**config.mk**
```make
export PLATFORM = sky130hd
export DESIGN_NAME = pin_mode_select
export DESIGN_NICKNAME = d
export VERILOG_FILES = /design/src/pin_mode_pkg.sv /design/src/level_sync.sv /design/src/pin_mode_select.sv
export VERILOG_INCLUDE_DIRS = /design/src
export SDC_FILE = /design/constraint.sdc
export NUM_CORES = 2
export LEC_CHECK = 0
export ABC_CLOCK_PERIOD_IN_PS = 6000
export BUFFER_PORTS_ARGS = -buffer_cell sky130_fd_sc_hd__clkbuf_2
export CAP_MARGIN = 10
export CORE_ASPECT_RATIO = 0.9
export CORE_MARGIN = 2
export CORE_UTILIZATION = 30
export CTS_BUF_LIST = sky130_fd_sc_hd__clkbuf_16
export CTS_CLUSTER_SIZE = 25
export DETAILED_ROUTE_END_ITERATION = 6
export HOLD_SLACK_MARGIN = 0.08
export PLACE_DENSITY = 0.5
export SLEW_MARGIN = 5
export SYNTH_ARGS = -nofsm -noshare
export SYNTH_HDL_FRONTEND = slang
export SYNTH_SLANG_ARGS = --single-unit
```
**constraint.sdc**
```tcl
create_clock -name clk_sys -period 6 [get_ports clk_sys]
set_input_delay 0 -clock clk_sys [delete_from_list [all_inputs] [get_ports clk_sys]]
set_output_delay 0 -clock clk_sys [all_outputs]
set_load 0.02 [all_outputs]
```
**src/pin_mode_map.svh**
```systemverilog
// Register offsets, field positions and reset values of the pin mode block
`ifndef PIN_MODE_MAP_SVH
`define PIN_MODE_MAP_SVH

// ----------------------------------------
// Register indices and byte addresses
// ----------------------------------------
`define PM_MODE_IDX        8'h04
`define PM_GIN_EN_IDX      8'h06
`define PM_MODE_ADDR       8'h10
`define PM_GIN_EN_ADDR     8'h18
`define PM_POST0_ADDR      8'h20
`define PM_POST1_ADDR      8'h24
`define PM_STATUS_ADDR     8'h28
`define PM_CFG_BASE_ADDR   8'h80
`define PM_CFG_WORDS       24

// ----------------------------------------
// Field positions
// ----------------------------------------
`define PM_MODE_BIT_POS    0
`define PM_PRIM_CLK_POS    1
`define PM_DIV_PRE_LSB     0
`define PM_DIV_FB_LSB      8
`define PM_DIV_POST_DIVIDER_SET_SELECT_POS    20
`define PM_POST_Q_LSB      0
`define PM_POST_PM_LSB     10

// ----------------------------------------
// Reset values
// ----------------------------------------
`define PM_MODE_RST        2'h0
`define PM_GIN_EN_RST      5'h1F
`define PM_CFG_RST         32'h0
`define PM_POST_RST        12'h000

`endif

```
**src/pin_mode_pkg.sv**
```systemverilog
// Types shared by the pin mode block
`default_nettype none
package pin_mode_pkg;
	typedef enum logic [1:0] {
		MODE_PLL0_PINS,
		MODE_ALL_PINS,
		MODE_I2C,
		MODE_JTAG
	} op_mode_t;

	typedef enum logic [1:0] {
		LVL_FLOAT,
		LVL_HIGH,
		LVL_LOW
	} tri_level_t;
endpackage
`default_nettype wire

```
**src/level_sync.sv**
```systemverilog
// Two-flop synchroniser for pin levels
`default_nettype none
module level_sync #(
	parameter int WIDTH  = 1,
	parameter int STAGES = 2
) (
	input  wire logic             clk_sys,
	input  wire logic             srst,
	input  wire logic [WIDTH-1:0] async_in,
	output logic      [WIDTH-1:0] sync_out
);
	// ----------------------------------------
	// Synchroniser chain
	// ----------------------------------------
	logic [WIDTH-1:0] chain_q [STAGES];

	if (STAGES < 2) begin : g_chk
		$error("level_sync needs at least two stages");
	end

	always_ff @(posedge clk_sys) begin
		if (srst) begin
			for (int i = 0; i < STAGES; i++) begin
				chain_q[i] <= '0;
			end
		end else begin
			chain_q[0] <= async_in;
			for (int i = 1; i < STAGES; i++) begin
				chain_q[i] <= chain_q[i-1];
			end
		end
	end

	assign sync_out = chain_q[STAGES-1];
endmodule
`default_nettype wire

```
**src/pin_mode_select.sv**
```systemverilog
// Multi-purpose pin mode decode and PLL configuration selection
//
// Behaviour
// - Four modes come from the mode bit and the three-level interface select pin.
// - Mode bit 1 with select pin floating gives PLL0-only pin selection.
// - Mode bit 0 with select pin floating gives all-PLL pin selection.
// - In JTAG mode general input 3 is the active-low scan logic reset.
// - Reference selector input chooses crystal/reference or the alternate clock input.
// - Output 0 is TDO in JTAG else lock loss; output 1 is clock loss.
// - Each PLL stores four divider and filter sets; two post-divider sets exist.
// - PLL0-only mode: PLL1 and PLL2 stay fixed on configuration 0.
// - PLL0-only codes 0-3 PLL0 sets, 4-5 PLL1 sets 2-3, 6-7 PLL2 sets 2-3.
// - PLL0-only mode: input 3 unused, input 4 is reference selector.
// - Each configuration's select bit picks post-divider set 1 or 0.
// - All-PLL mode: every PLL selects its set independently at run time.
// - All-PLL mode: inputs 1,0 select PLL0 configuration 0-3.
// - All-PLL mode: input 2 selects PLL1 configuration 0 or 1.
// - All-PLL mode: inputs 4,3 select PLL2 configuration 0-3.
// - Select pin high gives I2C mode; inputs 0,1 are data and clock.
// - Select pin low gives JTAG mode; inputs 0-3 are TDI, TCK, TMS, TRST.
// - A general input disabled by its enable bit reads as low for configuration and reference selection.
//
// Implementation choices: the register offsets and the Avalon-MM interface to the registers.
`include "pin_mode_map.svh"
`default_nettype none
module pin_mode_select
	import pin_mode_pkg::*;
(
	input  wire logic        clk_sys,
	input  wire logic        srst,
	input  wire logic [7:0]  avs_address,
	input  wire logic        avs_read,
	input  wire logic        avs_write,
	input  wire logic [31:0] avs_writedata,
	output logic      [31:0] avs_readdata,
	output logic             avs_waitrequest,
	input  wire logic        iface_sel_above,
	input  wire logic        iface_sel_below,
	input  wire logic        general_in_0,
	input  wire logic        general_in_1,
	input  wire logic        general_in_2,
	input  wire logic        general_in_3,
	input  wire logic        general_in_4,
	input  wire logic        jtag_tdo,
	input  wire logic        pll_lock_lost,
	input  wire logic        input_clock_lost_flag,
	output logic             general_out_0,
	output logic             general_out_1,
	output logic             serial_data_pin,
	output logic             serial_clock_pin,
	output logic             jtag_tdi,
	output logic             jtag_tck,
	output logic             jtag_tms,
	output logic             boundary_scan_trst_n,
	output logic             ref_select_alternate,
	output logic [1:0]       active_mode,
	output logic [19:0]      pll0_dividers,
	output logic [14:0]      pll0_loop_filter,
	output logic [11:0]      pll0_post_divider,
	output logic [19:0]      pll1_dividers,
	output logic [14:0]      pll1_loop_filter,
	output logic [11:0]      pll1_post_divider,
	output logic [19:0]      pll2_dividers,
	output logic [14:0]      pll2_loop_filter,
	output logic [11:0]      pll2_post_divider
);
	// ----------------------------------------
	// Pin synchronisers
	// ----------------------------------------
	logic [6:0] pins_s;

	level_sync #(
		.WIDTH  (7),
		.STAGES (2)
	) u_sync (
		.clk_sys  (clk_sys),
		.srst     (srst),
		.async_in ({iface_sel_below, iface_sel_above, general_in_4, general_in_3,
			general_in_2, general_in_1, general_in_0}),
		.sync_out (pins_s)
	);

	wire [4:0] gin_raw   = pins_s[4:0];
	wire       sel_above = pins_s[5];
	wire       sel_below = pins_s[6];

	// ----------------------------------------
	// Registers
	// ----------------------------------------
	logic [1:0]  mode_reg_q;
	logic [4:0]  gin_en_q;
	logic [11:0] post_set_q [2];
	// Word 2k is dividers of entry k, word 2k+1 its loop filter; entry = pll*4+cfg
	logic [31:0] cfg_mem_q [`PM_CFG_WORDS];
	logic        ack_q;
	logic [31:0] rdata_q;

	wire mode_bit  = mode_reg_q[`PM_MODE_BIT_POS];
	wire prim_alt  = mode_reg_q[`PM_PRIM_CLK_POS];

	// ----------------------------------------
	// Mode decode
	// ----------------------------------------
	tri_level_t lvl;
	op_mode_t   mode_d;
	op_mode_t   mode_q;

	// Contradictory comparators are treated as floating: safest, keeps pin selection
	assign lvl = (sel_above && !sel_below) ? LVL_HIGH :
		(sel_below && !sel_above) ? LVL_LOW : LVL_FLOAT;

	always_comb begin
		case (lvl)
			LVL_HIGH: mode_d = MODE_I2C;
			LVL_LOW:  mode_d = MODE_JTAG;
			default:  mode_d = mode_bit ? MODE_PLL0_PINS : MODE_ALL_PINS;
		endcase
	end

	wire pin_mode  = (mode_q == MODE_PLL0_PINS) || (mode_q == MODE_ALL_PINS);
	wire is_jtag   = (mode_q == MODE_JTAG);
	wire is_i2c    = (mode_q == MODE_I2C);

	// ----------------------------------------
	// Configuration selection
	// ----------------------------------------
	wire [4:0] gin = gin_raw & gin_en_q;

	function automatic logic [3:0] entry(input logic [1:0] pll, input logic [1:0] cfg);
		entry = {pll, cfg};
	endfunction

	logic [3:0] sel0_d;
	logic [3:0] sel1_d;
	logic [3:0] sel2_d;
	logic [3:0] sel0_q;
	logic [3:0] sel1_q;
	logic [3:0] sel2_q;

	always_comb begin
		sel0_d = sel0_q;
		sel1_d = sel1_q;
		sel2_d = sel2_q;
		case (mode_q)
			MODE_PLL0_PINS: begin
				case (gin[2:1])
					2'h2:    sel0_d = entry(2'h1, {1'b1, gin[0]});
					2'h3:    sel0_d = entry(2'h2, {1'b1, gin[0]});
					default: sel0_d = entry(2'h0, gin[1:0]);
				endcase
				sel1_d = entry(2'h1, 2'h0);
				sel2_d = entry(2'h2, 2'h0);
			end
			MODE_ALL_PINS: begin
				sel0_d = entry(2'h0, gin[1:0]);
				sel1_d = entry(2'h1, {1'b0, gin[2]});
				sel2_d = entry(2'h2, gin[4:3]);
			end
			// Programming modes hold the last selection; only a return to a pin mode changes it
			default: begin
				sel0_d = sel0_q;
			end
		endcase
	end

	function automatic logic [11:0] post_of(input logic [31:0] div_word, input logic [11:0] p0,
		input logic [11:0] p1);
		post_of = div_word[`PM_DIV_POST_DIVIDER_SET_SELECT_POS] ? p1 : p0;
	endfunction

	wire [31:0] div0_w = cfg_mem_q[{sel0_q, 1'b0}];
	wire [31:0] div1_w = cfg_mem_q[{sel1_q, 1'b0}];
	wire [31:0] div2_w = cfg_mem_q[{sel2_q, 1'b0}];

	// ----------------------------------------
	// Bus decode
	// ----------------------------------------
	wire       req      = avs_read || avs_write;
	wire       wr_take  = avs_write && ack_q;
	wire       in_cfg   = avs_address >= `PM_CFG_BASE_ADDR;
	wire [7:0] cfg_off  = avs_address - `PM_CFG_BASE_ADDR;
	wire [5:0] cfg_idx  = cfg_off[7:2];
	wire       cfg_hit  = in_cfg && (cfg_idx < 6'(`PM_CFG_WORDS));
	wire [31:0] status_w = {16'h0, sel2_q[1:0], sel1_q[1:0], sel0_q, 1'b0,
		gin_raw, 2'(mode_q)};

	logic [31:0] rd_mux;
	always_comb begin
		rd_mux = 32'h0;
		case ({avs_address[7:2], 2'b00})
			`PM_MODE_ADDR:   rd_mux = {30'h0, mode_reg_q};
			`PM_GIN_EN_ADDR: rd_mux = {27'h0, gin_en_q};
			`PM_POST0_ADDR:  rd_mux = {20'h0, post_set_q[0]};
			`PM_POST1_ADDR:  rd_mux = {20'h0, post_set_q[1]};
			`PM_STATUS_ADDR: rd_mux = status_w;
			default:         rd_mux = cfg_hit ? cfg_mem_q[5'(cfg_idx)] : 32'h0;
		endcase
	end

	// One wait cycle, then the answer; unmapped reads give zero
	assign avs_waitrequest = req && !ack_q;
	assign avs_readdata    = rdata_q;

	always_ff @(posedge clk_sys) begin
		if (srst) begin
			ack_q   <= 1'b0;
			rdata_q <= 32'h0;
		end else begin
			ack_q   <= req && !ack_q;
			rdata_q <= rd_mux;
		end
	end

	always_ff @(posedge clk_sys) begin
		if (srst) begin
			mode_reg_q    <= `PM_MODE_RST;
			gin_en_q      <= `PM_GIN_EN_RST;
			post_set_q[0] <= `PM_POST_RST;
			post_set_q[1] <= `PM_POST_RST;
		end else if (wr_take) begin
			case ({avs_address[7:2], 2'b00})
				`PM_MODE_ADDR:   mode_reg_q <= avs_writedata[1:0];
				`PM_GIN_EN_ADDR: gin_en_q <= avs_writedata[4:0];
				`PM_POST0_ADDR:  post_set_q[0] <= avs_writedata[11:0];
				`PM_POST1_ADDR:  post_set_q[1] <= avs_writedata[11:0];
				default:         mode_reg_q <= mode_reg_q;
			endcase
		end
	end

	always_ff @(posedge clk_sys) begin
		if (srst) begin
			for (int i = 0; i < `PM_CFG_WORDS; i++) begin
				cfg_mem_q[i] <= `PM_CFG_RST;
			end
		end else if (wr_take && cfg_hit) begin
			cfg_mem_q[5'(cfg_idx)] <= avs_writedata;
		end
	end

	// ----------------------------------------
	// Selection and output registers
	// ----------------------------------------
	always_ff @(posedge clk_sys) begin
		if (srst) begin
			mode_q <= MODE_ALL_PINS;
			sel0_q <= 4'h0;
			sel1_q <= 4'h4;
			sel2_q <= 4'h8;
		end else begin
			mode_q <= mode_d;
			sel0_q <= sel0_d;
			sel1_q <= sel1_d;
			sel2_q <= sel2_d;
		end
	end

	always_ff @(posedge clk_sys) begin
		if (srst) begin
			pll0_dividers     <= 20'h0;
			pll1_dividers     <= 20'h0;
			pll2_dividers     <= 20'h0;
			pll0_loop_filter  <= 15'h0;
			pll1_loop_filter  <= 15'h0;
			pll2_loop_filter  <= 15'h0;
			pll0_post_divider <= 12'h0;
			pll1_post_divider <= 12'h0;
			pll2_post_divider <= 12'h0;
		end else begin
			pll0_dividers     <= div0_w[19:0];
			pll1_dividers     <= div1_w[19:0];
			pll2_dividers     <= div2_w[19:0];
			pll0_loop_filter  <= cfg_mem_q[{sel0_q, 1'b1}][14:0];
			pll1_loop_filter  <= cfg_mem_q[{sel1_q, 1'b1}][14:0];
			pll2_loop_filter  <= cfg_mem_q[{sel2_q, 1'b1}][14:0];
			pll0_post_divider <= post_of(div0_w, post_set_q[0], post_set_q[1]);
			pll1_post_divider <= post_of(div1_w, post_set_q[0], post_set_q[1]);
			pll2_post_divider <= post_of(div2_w, post_set_q[0], post_set_q[1]);
		end
	end

	// ----------------------------------------
	// Pin function outputs
	// ----------------------------------------
	// Reference select: in all-PLL mode input 4 selects a configuration, so the bit decides
	wire ref_d = pin_mode && (mode_q == MODE_ALL_PINS) ? prim_alt : gin[4];

	// Serial pins bypass the enable bits: programming must never lock itself out
	always_ff @(posedge clk_sys) begin
		if (srst) begin
			general_out_0        <= 1'b0;
			general_out_1        <= 1'b0;
			serial_data_pin      <= 1'b1;
			serial_clock_pin     <= 1'b1;
			jtag_tdi             <= 1'b0;
			jtag_tck             <= 1'b0;
			jtag_tms             <= 1'b1;
			boundary_scan_trst_n <= 1'b0;
			ref_select_alternate <= 1'b0;
			active_mode          <= 2'h1;
		end else begin
			general_out_0        <= is_jtag ? jtag_tdo : pll_lock_lost;
			general_out_1        <= input_clock_lost_flag;
			serial_data_pin      <= is_i2c ? gin_raw[0] : 1'b1;
			serial_clock_pin     <= is_i2c ? gin_raw[1] : 1'b1;
			jtag_tdi             <= is_jtag & gin_raw[0];
			jtag_tck             <= is_jtag & gin_raw[1];
			jtag_tms             <= !is_jtag | gin_raw[2];
			boundary_scan_trst_n <= is_jtag & gin_raw[3];
			ref_select_alternate <= ref_d;
			active_mode          <= 2'(mode_q);
		end
	end
endmodule
`default_nettype wire

```
* Word-level counts from Yosys, hierarchy flattened
Memory sizes are Yosys's and may differ from the RTL's. A register that Yosys moved wholly into a read port is not among the register bits. Cells that the tools add are included.
Storage, ports and cells: register bits 161, bits in writable memories 806, input bits 54, logic and storage cells 113, memories 3
Operators by class: add/sub/neg operators 1, order comparisons 2, equality and inequality tests 12, muxes and demuxes 42, bitwise operators 10, reduce and logical (&&, ||, !) cells 19
Memories:
- cfg_mem_q | words 24, width 32, read ports 7, clocked after Yosys merged registers in 6, wr ports 24, line pin_mode_select.sv:94 | logic [31:0] cfg_mem_q [`PM_CFG_WORDS];
- post_set_q | words 2, width 12, read ports 2, clocked after Yosys merged registers in 0, wr ports 2, line pin_mode_select.sv:92 | logic [11:0] post_set_q [2];
- u_sync.chain_q | words 2, width 7, read ports 2, clocked after Yosys merged registers in 0, wr ports 2, line level_sync.sv:15 | logic [WIDTH-1:0] chain_q [STAGES];
Operators with widths (number):
- 32-bit one-hot mux with 5 select lines | 1
- 32-bit 2-to-1 mux | 2
- 12-bit 2-to-1 mux | 5
- 5-bit 2-to-1 mux | 7
- 4-bit one-hot mux with 2 select lines | 4
- 32-bit OR reduction | 1
- 6-bit by 4-bit == test with 1-bit output, second input constant | 3
- 1-bit 2-to-1 mux | 18
- 7-bit 2-to-1 mux | 2
- 6-bit by 3-bit == test with 1-bit output, second input constant | 2
- 2-bit == test, second input constant | 5
- 8-bit >= comparator, second input constant | 1
- 8-bit subtractor, second input constant | 1
- 1-bit logical AND | 7
- 6-bit by 5-bit < comparator with 1-bit output, second input constant | 1
- 5-bit AND | 1
- 1-bit OR | 5
- 2-bit by 1-bit == test with 1-bit output, second input constant | 2
- 1-bit logical NOT | 4
- 2-bit 2-to-1 mux | 2
- 2-bit one-hot mux with 2 select lines | 1
- 2-bit AND reduction | 2
- 1-bit AND | 3
- 2-bit logical NOT | 1
- other kinds (4) | 5

* Longest topological paths before layout
depth in word-level cells 9, mapped depth 9, mapped depth without buffers 5

* By module
From an unflattened synthesis, not the netlist that was laid out.
Second synthesis, totals: cell total of the unflattened synthesis 3264, area, all modules 51764.6 um2
Modules (own cells, without submodules):
- pin_mode_select | instances 1, cells an instance 3228, area each 51304.2 um2, seq. area each 32271.0 um2
- level_sync | instances 1, cells an instance 36, area each 460.4 um2, seq. area each 280.3 um2

* Worst setup path before layout
Ideal clock, no wire load.
path kind register to register, start point register ack_q, end point memory cfg_mem_q[13][0], enable pin, library setup time 375 ps, arrival time 1816 ps, data required time 5625 ps, path slack 3810 ps, stages on the path, launching flop included 6, period minus slack after synthesis 2190 ps, cells stage by stage dfxtp_1 nand3b_1 or3_1 buf_4 nor2_4 or2_2
RTL lines:
- from (decl) | line pin_mode_select.sv:95 | logic ack_q;
- from (signal assigned) | line pin_mode_select.sv:209 | ack_q <= req && !ack_q;
- to (decl) | line pin_mode_select.sv:94

==> impl_metrics.json <==
{
  "worstPathBufferInverterCount": 2,
  "synth-edff-count": 936,
  "final_max_slew_viol_count": 0,
  "arrival_time_worst_endpoint_ns": 4.71,
  "layout.cells.most_common": "edfxtp_1",
  "core_area_um2": 172000,
  "highest-signal-layer": "met4",
  "nets": 3740,
  "yosys_register_bits": 1158,
  "vdd_ir_drop_max_v": 0.000181,
  "post_cts.resized_instances": 0,
  "cts_htree_levels": 4,
  "max_freq_mhz": 235,
  "synth.cell_area_um2": 51900,
  "post-cts-setup-buffers": 0,
  "detailroute.via_count": 31557,
  "drt_pass1_iterations": 7,
  "wirelength_um": 185000,
  "pwr_density_cell_nw_per_um2": 302,
  "crit_path_end_kind": "flip-flop",
  "clock_sinks": 1158,
  "rsz_0062_raised_after_global_routing": "no",
  "detailedPlacementHpwl_um": 114000,
  "path_common_cell": "buf_4",
  "violated_checks": "DRC",
  "status": "finished with violations",
  "synth.yosys.warnings": 0,
  "synth_cells": 3299,
  "largest_net_degree_at_the_start_of_global_routing": 89,
  "die_height_um": 398,
  "port_buffers": 236,
  "post_cts_hold_buffer_count": 66,
  "ant_nets": 0,
  "critPathSlowestCell": "or2_2",
  "detail_route.wirelength.met1_um": 77600,
  "post-synth-top-area-fraction_pct": 54.2,
  "antenna_violations_before_repair": 17,
  "gp_congestion": 0.838,
  "worstMarginPinSlew_ns": 1.24,
  "iter_0_drt_violations": 4171,
  "layout-area-overhead-vs-synth_pct": 17.4,
  "combined_global_route_utilization_of_all_metal_layers_pct": 20.7,
  "layout-drive-gt1-share_pct": 26.5,
  "cts-buffers-inserted": 136,
  "mostFrequentLayoutCells": "edfxtp_1, and2_1, mux4_2",
  "die-area_um2": 176000,
  "setup_total_negative_slack_ns": 0,
  "layout.cell_area.non_filler_um2": 60900,
  "ys_top_cells_by_area": "edfxtp_1, mux4_2, dfxtp_1, and2_1, mux2i_1",
  "cp_slowest_stage_delay_ns": 1.00,
  "met2WireLength_um": 87000,
  "worstSetupStartpointType": "flip-flop",
  "global_route_wire_length_before_repair_um": 255000,
  "p_leak_nw": 21.9,
  "synthArstFlopShare_pct": 0,
  "leading_register_cell_type_out_of_synthesis": "edfxtp_1",
  "maxSlewHeadroom_pct": 17.3,
  "cts_tree": "done",
  "path_cells": "nand3b_1 > nor2_1 > nand2_1 > nor2_2 > buf_4 > or2_2 > buf_4",
  "final.period_utilization_pct": 70.9,
  "core.rowCount": 144,
  "cp.required_ns": 6.45,
  "timing.critical_path.max_delay_family": "simple AND/OR/NAND/NOR gates",
  "drt-wirelength-per-cell_um": 30.5,
  "initial_core_util_pct": 30.2,
  "syn-mean-instance-area_um2": 15.7,
  "route.met3.wl_um": 15200,
  "setup_viol": 0,
  "timing.clock.skew_ns": 0.0319,
  "cts.path.max_buffers": 3,
  "placed_area_um2": 56100,
  "maxCapViolations": 0,
  "crit_path_max_fanout": 28,
  "overflow": 0,
  "detail_route.vias_per_cell": 5.21,
  "worst_hold_path_type": "in2reg",
  "i_o_pins": 239,
  "clk_pin_slew_worst_paths_ns": 0.06,
  "synth_seq_area_share_pct": 62.7,
  "synth_area_leader_cell": "edfxtp_1",
  "clock_insertion_delay_worst_skew_ns": 0.78,
  "post-route-min-period_ns": 4.25,
  "timing_hold_violations_final": 0,
  "cts_root_buf": "clkbuf_16",
  "die_width_um": 442,
  "worstSetupPathType": "reg2reg",
  "first_global_vias": 31414,
  "drt_drc_violations_left": 2,
  "ys_types": 57
}
stage by stage:
step | power, mW | setup slack [ns] | instances | hold slack [ns] | utilization (%)
after floorplan | 10.1 | 3.81 | 3442 | 0.0989 | -
after global placement | 10.7 | 1.90 | 5744 | 0.212 | 32.7
after detailed placement | 10.7 | 1.87 | 5744 | 0.218 | 32.7
after CTS | 18.6 | 1.85 | 6057 | 0.0984 | 35.5
after global routing | 18.9 | 1.68 | 6057 | 0.139 | 35.5
final | 18.4 | 1.75 | 6062 | 0.138 | 35.5
where the power goes:
| part | total, mW | internal [mW] | switching (mW) |
|---|---|---|---|
| Clock | 7.85 | 4.41 | 3.44 |
| Combinational | 1.38 | 0.501 | 0.884 |
| Sequential | 9.16 | 8.99 | 0.163 |
| Total | 18.4 | 13.9 | 4.48 |
final cells by class:
| type | count | area (um2) |
|---|---|---|
| fill | 16292 | 111000 |
| antenna | 5 | 12.5 |
| inverter | 8 | 30.0 |
| sequential | 1158 | 32600 |
| tap | 2263 | 2830 |
| clock buffer | 144 | 3600 |
| clock inverter | 103 | 551 |
| multi-input combinational | 1974 | 18600 |
| timing repair buffer | 407 | 2710 |
worst reg2reg max path, delay by kind of cell, from the launching register on:
kind | cells | cell delay, ns
buffers and inverters | 2 | 0.93
AND/OR/NAND/NOR | 5 | 2.56
flip-flops | 1 | 0.46
per-layer routing:
metal  global-route usage [%]  up-vias
li1                         -    13190
met1                     28.5    16660
met2                     33.3     1445
met3                     4.32      262
met4                     5.74        0
met5                        0        -
final timing paths:
check	start	end	slack, ns	cells after the start
max reg2reg	ack_q$_SDFF_PP0_	cfg_mem_q[12][8]$_SDFFCE_PN0P_	1.75	7
max	ack_q$_SDFF_PP0_	cfg_mem_q[12][8]$_SDFFCE_PN0P_	1.75	7
min	avs_writedata[3]	cfg_mem_q[25][3]$_DFFE_PP_	0.14	2
min reg2reg	u_sync.chain_q[0][1]$_SDFF_PP0_	u_sync.chain_q[0][8]$_SDFF_PP0_	0.44	1
state kept, by name, summed over array words and instances, names as in the netlist, 5 cells and up, named ones only:
register,count
cfg_mem_q,912
avs_readdata,32
post_set_q,24
pll0_dividers,20
pll1_dividers,20
pll2_dividers,20
pll0_loop_filter,15
pll1_loop_filter,15
pll2_loop_filter,15
u_sync.chain_q,14
pll0_post_divider,12
pll1_post_divider,12
pll2_post_divider,12
gin_en_q,5
logic make-up after synthesis:
kind of cell | after synthesis | synth area share [%]
AO/OA/AOI/OAI | 174 | 2.36
adder cells (fa/ha/maj) | 1 | 0.0241
buffers and inverters | 310 | 2.58
flip-flops | 1158 | 62.7
multiplexers | 517 | 19.4
other | 1 | 0.00723
AND/OR/NAND/NOR | 1138 | 12.9
cells in the mapped netlist (13+ instances only):
cell type    n
nor2_1      97
a21oi_1     29
mux2i_1    106
nor2b_1     91
dfxtp_1    222
a31oi_1     17
clkbuf_1   198
mux4_2     390
nand2_1     65
mux2_2      21
buf_2       71
and2_1     665
a22oi_1     70
nor3_1     108
edfxtp_1   936
nor4_1      16
buf_1       13
or2_2       27
buf_4       14
Power figures use the tool's default switching activity.
